[src/design/hvs_pkg.sv]
// shared constants and types of the high-voltage status and interrupt block
package hvs_pkg;
    // clock rate and transfer time
    localparam int unsigned CLK_HZ = 20_000_000;
    localparam int unsigned XFER_TIME_NS = 10_000;
    // longest time rounds down, never below one cycle
    localparam int unsigned XFER_CYC_RAW = (XFER_TIME_NS / 1000) * (CLK_HZ / 1_000_000);
    localparam int unsigned XFER_CYC = (XFER_CYC_RAW < 1) ? 1 : XFER_CYC_RAW;
    localparam int unsigned CNT_W = 8;
    localparam logic [CNT_W-1:0] XFER_LAST = CNT_W'(XFER_CYC - 1);
    localparam logic [CNT_W-1:0] CNT_ZERO = 8'h00;

    // status register layout
    localparam int unsigned DATA_W = 8;
    localparam logic [DATA_W-1:0] STATUS_RESET = 8'h00;
    localparam int unsigned STA_SHORT_BIT = 0;
    localparam int unsigned STA_DROP_BIT = 2;

    // configuration register layout
    localparam logic [DATA_W-1:0] CONFIG_RESET = 8'h00;
    localparam int unsigned CFG_LIN_EN_BIT = 0;
    localparam int unsigned CFG_PASSIVE_BIT = 1;
    localparam int unsigned CFG_REARM_BIT = 2;
    localparam int unsigned CFG_DIAG_BIT = 3;
    localparam int unsigned CFG_DROP_EN_BIT = 4;
    // bits that are stored; rearm self-clears, 7..5 reserved
    localparam logic [DATA_W-1:0] CFG_KEEP_MASK = 8'h1B;

    // commands taken by the command port
    typedef enum logic [1:0] {
        HVS_CMD_READ_STATUS = 2'h0,
        HVS_CMD_READ_CONFIG = 2'h1,
        HVS_CMD_WRITE_CONFIG = 2'h2,
        HVS_CMD_NONE = 2'h3
    } hvs_cmd_t;

    // command port request
    typedef struct packed {
        logic valid;
        hvs_cmd_t cmd;
    } hvs_req_t;

    // command port status bits as read by software
    typedef struct packed {
        logic ok;
        logic busy;
    } hvs_cmd_status_t;

    // transfer sequencer states, one-hot
    typedef enum logic [1:0] {
        HVS_ST_IDLE = 2'h1,
        HVS_ST_XFER = 2'h2
    } hvs_state_t;
endpackage

[src/design/hvs_status_irq.sv]
// high-voltage status register, short-circuit interrupt and status transfer
`timescale 1ns/100ps
`default_nettype none

// Summary of operation
// - 8-bit status, reset zero, reached by command
// - short circuit sets bit 0, driver off unless passive
// - bit 0 cleared when status read
// - status read clears pending interrupt
// - drop flag valid only when enabled
// - drop flag one unless supply fell low
// - drop flag cleared by low supply, disable
// - interrupt only when mask bit set
// - event while idle copies status into data port
// - busy held for ten microseconds
// - driver stays off until rearm written
// - config bit 4 enables drop flag
module hvs_status_irq (
    input wire logic clk_i,
    input wire logic resetn_i,
    input wire hvs_pkg::hvs_req_t req_i,                    // command port write
    input wire logic [hvs_pkg::DATA_W-1:0] wdata_i,         // data port value for config writes
    input wire logic lin_short_i,                           // filtered short-circuit detector level
    input wire logic supply_low_i,                          // core supply below 2.1 V
    input wire logic irq_enable_mask_i,                     // high-voltage interrupt enable
    output logic [hvs_pkg::DATA_W-1:0] hv_data_port_o,      // data port read value
    output var hvs_pkg::hvs_cmd_status_t hv_command_port_o, // busy and ok bits
    output logic hv_irq_o,                                  // pending high-voltage interrupt
    output logic lin_drv_en_o,                              // LIN driver enable
    output logic [hvs_pkg::DATA_W-1:0] hv_config_o          // stored configuration
);
    // internal state
    logic short_prev_q;                         // detector level one cycle ago
    logic short_flag_q;                         // status bit 0
    logic drop_flag_q;                          // raw supply-drop flag
    logic drv_off_q;                            // driver latched off by a short
    logic drv_en_q;                             // registered LIN driver enable
    logic [hvs_pkg::DATA_W-1:0] cfg_q;          // stored configuration
    logic [hvs_pkg::DATA_W-1:0] data_q;         // data port
    logic irq_q;                                // pending interrupt
    logic ok_q;                                 // last transfer completed
    logic [hvs_pkg::CNT_W-1:0] cnt_q;           // transfer timer
    hvs_pkg::hvs_state_t state_q;               // sequencer state
    hvs_pkg::hvs_state_t state_d;

    // decoded strobes; commands are refused while a transfer runs
    logic idle;
    logic short_evt;
    logic rd_status;
    logic rd_config;
    logic wr_config;
    logic drop_en;
    logic [hvs_pkg::DATA_W-1:0] status_now;
    logic [hvs_pkg::DATA_W-1:0] status_evt;

    assign idle = (state_q == hvs_pkg::HVS_ST_IDLE);
    assign short_evt = lin_short_i & ~short_prev_q;
    assign rd_status = idle & req_i.valid & (req_i.cmd == hvs_pkg::HVS_CMD_READ_STATUS);
    assign rd_config = idle & req_i.valid & (req_i.cmd == hvs_pkg::HVS_CMD_READ_CONFIG);
    assign wr_config = idle & req_i.valid & (req_i.cmd == hvs_pkg::HVS_CMD_WRITE_CONFIG);
    assign drop_en = cfg_q[hvs_pkg::CFG_DROP_EN_BIT];

    // status view: reserved bits forced to zero
    always_comb begin
        status_now = hvs_pkg::STATUS_RESET;
        status_now[hvs_pkg::STA_SHORT_BIT] = short_flag_q;
        status_now[hvs_pkg::STA_DROP_BIT] = drop_flag_q & drop_en;
        // the copy taken on an event already shows the new short bit
        status_evt = status_now;
        status_evt[hvs_pkg::STA_SHORT_BIT] = 1'b1;
    end

    // edge memory for the detector; a held short raises one event only
    always_ff @(posedge clk_i) begin
        if (!resetn_i) begin
            short_prev_q <= 1'b0;
        end else begin
            short_prev_q <= lin_short_i;
        end
    end

    // short-circuit status bit
    always_ff @(posedge clk_i) begin
        if (!resetn_i) begin
            short_flag_q <= 1'b0;
        end else if (short_evt) begin
            // set on short; set beats a same-cycle read
            short_flag_q <= 1'b1;
        end else if (rd_status) begin
            short_flag_q <= 1'b0;
        end
    end

    // driver latch-off; passive protection leaves the driver on
    always_ff @(posedge clk_i) begin
        if (!resetn_i) begin
            drv_off_q <= 1'b0;
        end else if (short_evt && !cfg_q[hvs_pkg::CFG_PASSIVE_BIT]) begin
            drv_off_q <= 1'b1;
        end else if (wr_config && wdata_i[hvs_pkg::CFG_REARM_BIT]) begin
            drv_off_q <= 1'b0;
        end
    end

    // driver enable register; built from the next enable bit and latch so the pin has no gate after the flops
    always_ff @(posedge clk_i) begin
        if (!resetn_i) begin
            drv_en_q <= 1'b0;
        end else if (short_evt && !cfg_q[hvs_pkg::CFG_PASSIVE_BIT]) begin
            drv_en_q <= 1'b0;
        end else if (wr_config) begin
            drv_en_q <= wdata_i[hvs_pkg::CFG_LIN_EN_BIT] & (wdata_i[hvs_pkg::CFG_REARM_BIT] | ~drv_off_q);
        end
    end

    // configuration; the rearm bit is never stored so it reads back zero
    always_ff @(posedge clk_i) begin
        if (!resetn_i) begin
            cfg_q <= hvs_pkg::CONFIG_RESET;
        end else if (wr_config) begin
            cfg_q <= wdata_i & hvs_pkg::CFG_KEEP_MASK;
        end
    end

    // supply-drop flag; reset stands for power-on with a good supply
    always_ff @(posedge clk_i) begin
        if (!resetn_i) begin
            drop_flag_q <= 1'b1;
        end else if (supply_low_i) begin
            drop_flag_q <= 1'b0;
        end else if (wr_config && !wdata_i[hvs_pkg::CFG_DROP_EN_BIT]) begin
            drop_flag_q <= 1'b0;
        end else if (wr_config && !drop_en) begin
            drop_flag_q <= 1'b1;
        end
    end

    // pending interrupt; a new event wins over a clearing read
    always_ff @(posedge clk_i) begin
        if (!resetn_i) begin
            irq_q <= 1'b0;
        end else if (short_evt && irq_enable_mask_i) begin
            irq_q <= 1'b1;
        end else if (rd_status) begin
            irq_q <= 1'b0;
        end
    end

    // sequencer next state
    always_comb begin
        state_d = state_q;
        case (state_q)
            hvs_pkg::HVS_ST_IDLE: begin
                if (short_evt) begin
                    state_d = hvs_pkg::HVS_ST_XFER;
                end
            end
            hvs_pkg::HVS_ST_XFER: begin
                if (cnt_q == hvs_pkg::XFER_LAST) begin
                    state_d = hvs_pkg::HVS_ST_IDLE;
                end
            end
            default: begin
                state_d = hvs_pkg::HVS_ST_IDLE;
            end
        endcase
    end

    // sequencer state and timer
    always_ff @(posedge clk_i) begin
        if (!resetn_i) begin
            state_q <= hvs_pkg::HVS_ST_IDLE;
            cnt_q <= hvs_pkg::CNT_ZERO;
        end else begin
            state_q <= state_d;
            if (state_q == hvs_pkg::HVS_ST_XFER && state_d == hvs_pkg::HVS_ST_XFER) begin
                cnt_q <= cnt_q + 8'h01;
            end else begin
                cnt_q <= hvs_pkg::CNT_ZERO;
            end
        end
    end

    // ok bit: cleared when a transfer starts, set when it ends
    always_ff @(posedge clk_i) begin
        if (!resetn_i) begin
            ok_q <= 1'b0;
        end else if (idle && short_evt) begin
            ok_q <= 1'b0;
        end else if (state_q == hvs_pkg::HVS_ST_XFER && state_d == hvs_pkg::HVS_ST_IDLE) begin
            ok_q <= 1'b1;
        end
    end

    // data port: event copy first, then register reads
    always_ff @(posedge clk_i) begin
        if (!resetn_i) begin
            data_q <= hvs_pkg::STATUS_RESET;
        end else if (idle && short_evt) begin
            data_q <= status_evt;
        end else if (rd_status) begin
            data_q <= status_now;
        end else if (rd_config) begin
            data_q <= cfg_q;
        end
    end

    // outputs, all from flip-flops
    assign hv_data_port_o = data_q;
    assign hv_command_port_o = '{ok: ok_q, busy: state_q[1]};
    assign hv_irq_o = irq_q;
    assign hv_config_o = cfg_q;
    assign lin_drv_en_o = drv_en_q;
endmodule

`default_nettype wire

[config.mk]
export PLATFORM = sky130hd
export DESIGN_NAME = hvs_status_irq
export DESIGN_NICKNAME = d
export VERILOG_FILES = /design/src/design/hvs_pkg.sv /design/src/design/hvs_status_irq.sv
export SDC_FILE = /design/constraint.sdc
export NUM_CORES = 1
export LEC_CHECK = 0
export ABC_CLOCK_PERIOD_IN_PS = 1590
export BUFFER_PORTS_ARGS = -buffer_cell sky130_fd_sc_hd__buf_2
export CAP_MARGIN = 20
export CORE_AREA = 5 5 66 68
export DETAILED_ROUTE_END_ITERATION = 16
export DIE_AREA = 0 0 71 73
export HOLD_SLACK_MARGIN = 0.06
export PLACE_DENSITY = 0.59
export SLEW_MARGIN = 5
export SYNTH_ARGS = -nofsm -noshare
export SYNTH_HDL_FRONTEND = slang
export SYNTH_SLANG_ARGS = --single-unit
[constraint.sdc]
create_clock -name clk_i -period 1.59 [get_ports clk_i]
set_input_delay 0.3975 -clock clk_i [delete_from_list [all_inputs] [get_ports clk_i]]
set_output_delay 0.3975 -clock clk_i [all_outputs]
set_load 0.03 [all_outputs]
==> metrics.yaml, run 1 <==
outcome: "finished with violations"
failed_checks: "negative setup slack"
dp_slack_ns: -0.119
ys_types: 36
r2r-start: "state_q[1]"
viasPerCell: 4.47
clk_latency_ns: 0.27
async_flop_share: 0
die_w_um: 71
required_ns: 1.81
cts_max_level: 1
syn_inst: 135
layout.cells.non_filler: 221
criticalPathCategory: "reg -> reg"
yosys_warnings: 0
drc: 0
portBuffers: 25
post-route-util: 0.409
hold_violations: 0
dp.cells: 217
layout_commonest_cell: "buf_2"
end_kind: "flip-flop"
reg2reg_depth: 6
power_leakage_nw: 0.676
irDropWorstVdd_mv: 0.453
drive_above_1_share: 0.357
gr-total-overflow: 0
drv_cap: 0
routed_wl_mm: 2.53
grt_pass1_wl_mm: 4.28
ios: 36
clk_pin_slew_ns: 0.09
cts_tree: "built"
die_area_um2: 5180
most-common-layout-cells: "buf_2 (25), dfxtp_1 (23), buf_4 (13)"
setup_viol: 1
grtUsageMet1: 0.117
cp-startpoint: "state_q[1]"
area_delta_synth_final_pct: 27.4
arrival_ns: 1.81
avgSynthCellArea_um2: 9.03
antenna_found_initial: 0
fp-row-count: 23
rr_endpoint: "cnt_q[3]"
place_area_um2: 1450
final-seq-area_um2: 524
grt_busiest_layer: "met2"
cts_inserted_buffers: 3
cts_buffer_depth: 2
grt_use_total: 0.103
fmax_mhz: 627
power_density_nw_per_um2: 1170
drt_iter0_drc: 29
crit_fanout: 8
crit_path_end: "cnt_q[3]"
start_util: 0.321
cp-start-kind: "flip-flop"
die_y_um: 73
fillerInstances: 393
ys_seq_area_frac: 0.427
multi_input_area_um2: 646
ys.flop_type: "dfxtp_1"
use_met2: 0.182
ant_nets: 0
fin_crit_ns: 1.59
n_antenna_cell: 0
grt_max_degree: 16
cts.sinks: 26
firstDrtPassIters: 4
worstHoldPathType: "in -> reg"
synth_seq_cells: 26
finalPower_w: 0.00181
grt_setup_unrepaired: "true"
slew_violations: 0
num-nets-final: 191
syn_area_um2: 1220
fin_ws_ns: -0.00373
gp_congestion: 0.728
skew_ns: 0.00217
vias: 987
hpwl_mm: 1.98
root_buffer: "clkbuf_8"
core_um2: 3800
final.period_utilization: 1.00
r2r_setup_slack_ns: -0.004
synth-edff-count: 0
globalRouteMet3Util: 0.0207
routedWlPerCell_um: 11.5
final_area_um2: 1550
grt_pass1_vias: 1000
==> kinds of logic (layout without fill, tap and decap cells) <==
logic type | Yosys count | in the layout | share of synthesized area
flops | 26 | 26 | 0.427
fa+ha+maj | 3 | 3 | 0.0308
other cells | 1 | 7 | 0.00308
buf+inv | 19 | 49 | 0.0955
xor+xnor | 6 | 6 | 0.0431
compound gates | 27 | 27 | 0.137
mux | 5 | 5 | 0.0421
simple gates | 48 | 48 | 0.222
==> critical path: stages (launching register included) <==
cell and delay, ns:
dfxtp_2 0.35, inv_2 0.05, ha_4 0.22, nor2b_4 0.12
o21ai_2 0.07, or4b_4 0.59, nor2_2 0.13
==> where the power goes <==
group	switching, W	total (W)	internal, W
logic	0.000287	0.000528	0.000241
registers	0.0000345	0.000734	0.000700
clock network	0.000215	0.000552	0.000337
==> area by class of cell <==
cell class | instances | area share
clock inverters | 1 | 0.0193
well taps | 50 | 0.0403
clock buffers | 3 | 0.0266
flip-flops and latches | 26 | 0.338
inverters | 7 | 0.0169
multi-input cells | 96 | 0.416
repair buffers | 38 | 0.143
==> registers in the layout (all words and copies together), names as in the netlist <==
register	cells
hv_irq_o	1
lin_drv_en_o	1
drop_flag_q	1
state_q	2
ok_q	1
short_flag_q	1
hv_data_port_o	5
short_prev_q	1
drv_off_q	1
cnt_q	8
hv_config_o	4
==> through the flow <==
step,TNS [ns],hold WS [ns]
after detailed placement,-0.781,0.449
after CTS,0,0.309
after floorplan,-0.340,0.427
final,-0.00373,0.309
after global routing,-0.340,0.311
after global placement,-0.418,0.439
==> worst min-delay path by stage <==
stage	startpoint	endpoint	slack, ns	cells past startpoint
after floorplan	cnt_q[0]	cnt_q[0]	0.43	1
after global placement	hv_data_port_o[3]	hv_data_port_o[3]	0.44	2
after detailed placement	hv_data_port_o[3]	hv_data_port_o[3]	0.45	2
after CTS	supply_low_i	drop_flag_q	0.31	2
after global routing	supply_low_i	drop_flag_q	0.31	2
final	supply_low_i	drop_flag_q	0.31	2
==> layer usage <==
metal / wire length, um / part of all wire
met2: 1280 / 0.51
met4: 44 / 0.017
met5: 0 / 0
met3: 111 / 0.044
met1: 1100 / 0.43
==> cells in the mapped netlist (all sizes together) (2+ instances only) <==
| cell | n | area (um^2) |
|---|---|---|
| a21boi | 3 | 22.5 |
| a21oi | 5 | 25.0 |
| and2 | 3 | 18.8 |
| buf | 11 | 86.3 |
| dfxtp | 26 | 521 |
| ha | 3 | 37.5 |
| inv | 7 | 26.3 |
| mux2i | 4 | 40.0 |
| nand2 | 9 | 33.8 |
| nand2b | 2 | 12.5 |
| nand3 | 6 | 30.0 |
| nor2 | 13 | 73.8 |
| nor2b | 8 | 50.1 |
| o21ai | 11 | 55.1 |
| o31ai | 3 | 22.5 |
| xnor2 | 3 | 26.3 |
| xor2 | 3 | 26.3 |
==> timing repair <==
item	4_1_cts	5_1_grt
cloned	0	0
gates resized for setup	10	0
hold buffers	0	0
endpoints found under the setup margin	8	8
buffers inserted	0	2
pin swaps	1	1
(Power assumes the default switching activity.)
==> inputs of run 2 (changes only) <==
- PLACE_DENSITY: 0.59 -> 0.58
==> run 2 against run 1 <==
Clock-buffer cell count did not move. Register-to-register slack got worse by 0.04 ns. Via count is 4.1% higher. The run still ends with negative setup slack left. Largest power group unchanged. Global-route usage up 0.11 points. Worst setup slack worse by 0.037 ns. Highest routed layer unchanged. Largest cell class unchanged. Power grew 0.22%.
==> metrics.yaml, run 2 (synthesis results as in run 1) <==
root_buffer: "clkbuf_8"
hpwl_mm: 1.94  # -2.2%
failed_checks: "negative setup slack"
die_area_um2: 5180  # unchanged
cts_tree: "built"
end_kind: "flip-flop"
cp_top_family: "simple AND/OR/NAND/NOR gates"
layout_commonest_cell: "buf_2"
largest_reg_flops: 8  # unchanged
tns_ns: -0.280  # -0.276 ns
crit_path_end: "cnt_q[3]"
power_density_nw_per_um2: 1160  # -0.89%
grt_setup_unrepaired: "true"
cts.sinks: 26  # unchanged
viasPerCell: 4.65  # +4.1%
routedWlPerCell_um: 11.4  # -0.95%
arrival_ns: 1.84  # +0.03 ns
cp-start-kind: "flip-flop"
n_antenna_cell: 0  # unchanged
start_util: 0.321  # unchanged
die_y_um: 73  # unchanged
cp.depth: 7  # +1
critPathBufInv: 2  # +1
hold_ws_ns: 0.307  # -0.00160 ns
fp-row-count: 23  # unchanged
gp_congestion: 0.699  # -4.1%
grt_max_degree: 16  # unchanged
ant_nets: 0  # unchanged
r2r-start: "state_q[1]"
crit_fanout: 8  # unchanged
skew_ns: 0.00525  # +0.00308 ns
crit_path_cell_trace: "inv_2, ha_4, and3b_1, o21ai_2, or4b_1, buf_6, nor2_2"
final.period_utilization: 1.03  # +0.0233
power_leakage_nw: 0.672  # -0.51%
reg2reg_depth: 7  # +1
num-nets-final: 191  # unchanged
ios: 36  # unchanged
r2r_setup_slack_ns: -0.04  # -0.04 ns
most-common-layout-cells: "buf_2 (25), dfxtp_1 (23), buf_4 (11)"
routed_wl_mm: 2.51  # -0.95%
hold_violations: 0  # unchanged
required_ns: 1.80  # about the same
grt_pass1_wl_mm: 4.40  # +2.9%
slew_violations: 0  # unchanged
gr-total-overflow: 0  # unchanged
portBuffers: 25  # unchanged
cts_buffer_depth: 2  # unchanged
area_delta_synth_final_pct: 28.9
drive_above_1_share: 0.357  # unchanged
rr_endpoint: "cnt_q[3]"
cp-startpoint: "state_q[1]"
criticalPathCategory: "reg -> reg"
clk_latency_ns: 0.27  # about the same
outcome: "finished with violations"
cts_hold_buf: 0  # unchanged
final_area_um2: 1570  # +1.1%
regMostFlops: "cnt_q"
die_w_um: 71  # unchanged
max_stage_delay_ns: 0.51  # -0.08 ns
place_area_um2: 1440  # -0.52%
vias: 1027  # +4.1%
fin_crit_ns: 1.63  # +0.0370 ns
firstDrtPassIters: 4  # unchanged
core_um2: 3800  # unchanged
irDropWorstVdd_mv: 0.648  # +43%
fin_ws_ns: -0.0407  # -0.0370 ns
setup_viol: 8  # +7
drt_iter0_drc: 60  # +110%
worstHoldPathType: "in -> reg"
crit_slowest_cell: "or4b_1"
grt_pass1_vias: 1040  # +4.0%
drv_cap: 0  # unchanged
clk_pin_slew_ns: 0.09  # about the same
antenna_found_initial: 0  # unchanged
drc: 0  # unchanged
grt_use_total: 0.104  # +0.00106
cts_inserted_buffers: 3  # unchanged
cts_max_level: 1  # unchanged
fmax_mhz: 613  # -2.3%
[run 2: stage by stage]
step	instances	setup slack (ns)	power, W	util
after floorplan	141	-0.0428	0.00109	-
after global placement	216	-0.0570	0.00121	0.380
after detailed placement	216	-0.0661	0.00122	0.380
after CTS	220	-0.0197	0.00178	0.402
after global routing	221	-0.0861	0.00193	0.413
final	221	-0.0407	0.00182	0.413
[run 2: worst min path at each step]
stage | endpoint | start | slack (ns) | cells past startpoint
after floorplan | cnt_q[0] | cnt_q[0] | 0.43 | 1
after global placement | hv_data_port_o[3] | hv_data_port_o[3] | 0.44 | 2
after detailed placement | hv_data_port_o[3] | hv_data_port_o[3] | 0.45 | 2
after CTS | drop_flag_q | supply_low_i | 0.30 | 2
after global routing | drop_flag_q | supply_low_i | 0.30 | 2
final | drop_flag_q | supply_low_i | 0.31 | 2
[run 2: final cells by class]
class	count	area (um^2)
repair buffers	38	230
clock inverters	1	30.0
multi-input cells	96	656
clock buffers	3	41.3
flip-flops and latches	26	524
fillers	394	2230
well taps	50	62.6
inverters	7	26.3
[run 2: report_power, final]
group / total (W) / internal [W] / switching, W / leakage, nW
logic: 0.000543 / 0.000253 / 0.000290 / 0.424
clock network: 0.000543 / 0.000337 / 0.000206 / 0.0357
registers: 0.000733 / 0.000700 / 0.0000334 / 0.212
[run 2: per-layer routing]
metal | up-vias | track usage | wire [um]
li1 | 517 | - | -
met1 | 484 | 0.120 | 1080
met2 | 22 | 0.185 | 1270
met3 | 4 | 0.0207 | 111
met4 | 0 | 0.0501 | 44
met5 | - | 0 | 0
[run 2: worst register-to-register path: cells and delay by family, from the launching register on]
kind	cells	cell delay (ns)
simple gates	3	0.79
flops	1	0.33
buf+inv	2	0.24
fa+ha+maj	1	0.13
compound gates	1	0.08
[run 2: repair_timing]
| item | 4_1_cts | 5_1_grt |
|---|---|---|
| gates resized for setup | 4 | 10 |
| pin swaps | 1 | 3 |
| setup buffers | 1 | 1 |
| setup endpoints to repair | 8 | 14 |
==> inputs of run 3 (changes only) <==
- REMOVE_ABC_BUFFERS: not set -> 1
==> run 3 against run 2 <==
Critical endpoint is now cnt_q[0]. Worst hold slack about the same. Register-to-register slack better by 0.05 ns. Via count down 0.68%. Global-route usage up 1.1 points. Sequential share of layout area down 0.80 points. Die area unchanged. Sequential cell count unchanged. The run now ends clean. Final area up 2.5%. Cell count up 0.90%. Non-clock buffer count up 2. Core utilization up 1.0 points.
==> metrics.yaml, run 3 (synthesis results as in run 1) <==
outcome: "finished clean"
core_um2: 3800  # unchanged
criticalPathCategory: "reg -> reg"
power_leakage_nw: 0.693  # +3.1%
crit_fanout: 8  # unchanged
drive_above_1_share: 0.364  # +0.00744
fin_ws_ns: 0.00919  # +0.0499 ns
comb_power_share: 0.300  # +0.002
power_frac_seq: 0.404  # about the same
gr-total-overflow: 0  # unchanged
fillerInstances: 391  # -0.76%
max_stage_delay_ns: 0.49  # -0.02 ns
critPathBufInv: 2  # unchanged
drt_iter0_drc: 26  # -57%
clk_latency_ns: 0.27  # about the same
portBuffers: 25  # unchanged
ant_nets: 0  # unchanged
crit_slowest_cell: "or4b_4"
firstDrtPassIters: 4  # unchanged
place_area_um2: 1450  # +0.52%
final.period_utilization: 0.994  # -0.0314
vias: 1020  # -0.68%
n_antenna_cell: 0  # unchanged
cts_buffer_depth: 2  # unchanged
required_ns: 1.80  # about the same
cts_tree: "built"
cts_inserted_buffers: 3  # unchanged
root_buffer: "clkbuf_8"
skew_ns: 0.00598  # +0.000734 ns
cts_hold_buf: 0  # unchanged
power_density_nw_per_um2: 1130  # -2.1%
arrival_ns: 1.79  # -0.05 ns
gp_congestion: 0.826  # +18%
crit_path_cell_trace: "inv_2, ha_4, nor2b_4, o21ai_2, or4b_4, buf_12, nor2_4"
antenna_found_initial: 0  # unchanged
grt_use_total: 0.115  # +0.0111
setup_viol: 0  # -8
area_delta_synth_final_pct: 32.0
most-common-layout-cells: "buf_2 (25), dfxtp_1 (23), buf_4 (14)"
routedWlPerCell_um: 12.6  # +11%
drv_cap: 0  # unchanged
fp-row-count: 23  # unchanged
clk_pin_slew_ns: 0.09  # about the same
cts_max_level: 1  # unchanged
worstHoldPathType: "in -> reg"
drc: 0  # unchanged
die_y_um: 73  # unchanged
grt_setup_unrepaired: "true"
cp_top_family: "simple AND/OR/NAND/NOR gates"
pwr-share-clk: 0.296  # -0.002
slew_violations: 0  # unchanged
final_area_um2: 1610  # +2.5%
hpwl_mm: 2.16  # +12%
grt_max_degree: 16  # unchanged
fmax_mhz: 633  # +3.2%
start_util: 0.321  # unchanged
switching_share: 0.298  # +0.00743
layout_commonest_cell: "buf_2"
largest_reg_flops: 8  # unchanged
grt_pass1_wl_mm: 4.89  # +11%
ios: 36  # unchanged
viasPerCell: 4.57  # -1.6%
num-nets-final: 193  # +1.0%
irDropWorstVdd_mv: 0.440  # -32%
grt_pass1_vias: 1110  # +6.7%
dp_slack_ns: -0.201  # -0.135 ns
internal_power_w: 0.00128  # -0.78%
cts.sinks: 26  # unchanged
regMostFlops: "cnt_q"
end_kind: "flip-flop"
routed_wl_mm: 2.82  # +12%
die_w_um: 71  # unchanged
cp-start-kind: "flip-flop"
die_area_um2: 5180  # unchanged
fin_crit_ns: 1.58  # -0.0499 ns
hold_violations: 0  # unchanged
switchingPower_w: 0.000544  # +2.8%
run 3: cell types whose count changed in the layout (fill, tap and decap cells not counted), sizes merged:
cell	change
buf	+2
run 3: stage by stage:
stage	power, W	hold slack (ns)	instances	utilization	TNS (ns)
floorplan	0.00100	0.428	129	-	-4.22
global placement	0.00119	0.441	219	0.382	-1.35
detailed placement	0.00122	0.448	219	0.382	-1.47
CTS	0.00180	0.302	224	0.413	-0.195
global route	0.00193	0.297	223	0.424	-0.387
finish	0.00182	0.307	223	0.424	0
run 3: layer usage:
metal	up-vias	part of all wire	GRT usage
li1	519	-	-
met1	471	0.40	0.123
met2	26	0.54	0.221
met3	4	0.050	0.0289
met4	0	0.0085	0.0355
met5	-	0	0
run 3: worst paths after layout:
kind,start,to,slack (ns),cells after the start
worst min register to register,hv_data_port_o[4],hv_data_port_o[4],0.46,2
worst max register to register,state_q[1],cnt_q[0],0.009,7
worst max-delay path,state_q[1],cnt_q[0],0.009,7
worst min-delay path,supply_low_i,drop_flag_q,0.31,2
run 3: power by group through the flow:
stage,sequential [W],combinational [W],clock [W]
global route,0.000741,0.000609,0.000583
global placement,0.000737,0.000456,0
CTS,0.000736,0.000513,0.000554
floorplan,0.000792,0.000208,0
detailed placement,0.000740,0.000476,0
finish,0.000736,0.000548,0.000539
run 3: what timing repair did:
item	CTS	global route
gates cloned	0	0
endpoints found under the setup margin	8	8
gates resized for setup	11	9
buffers inserted	1	0
pin swaps	8	0
run 3: layout make-up:
type | instances | area, um^2 | area share
multi-input cells | 96 | 674 | 0.419
clock buffers | 3 | 41.3 | 0.0257
inverters | 7 | 26.3 | 0.0163
flip-flops and latches | 26 | 524 | 0.326
clock inverters | 1 | 30.0 | 0.0187
repair buffers | 40 | 250 | 0.156
well taps | 50 | 62.6 | 0.0389
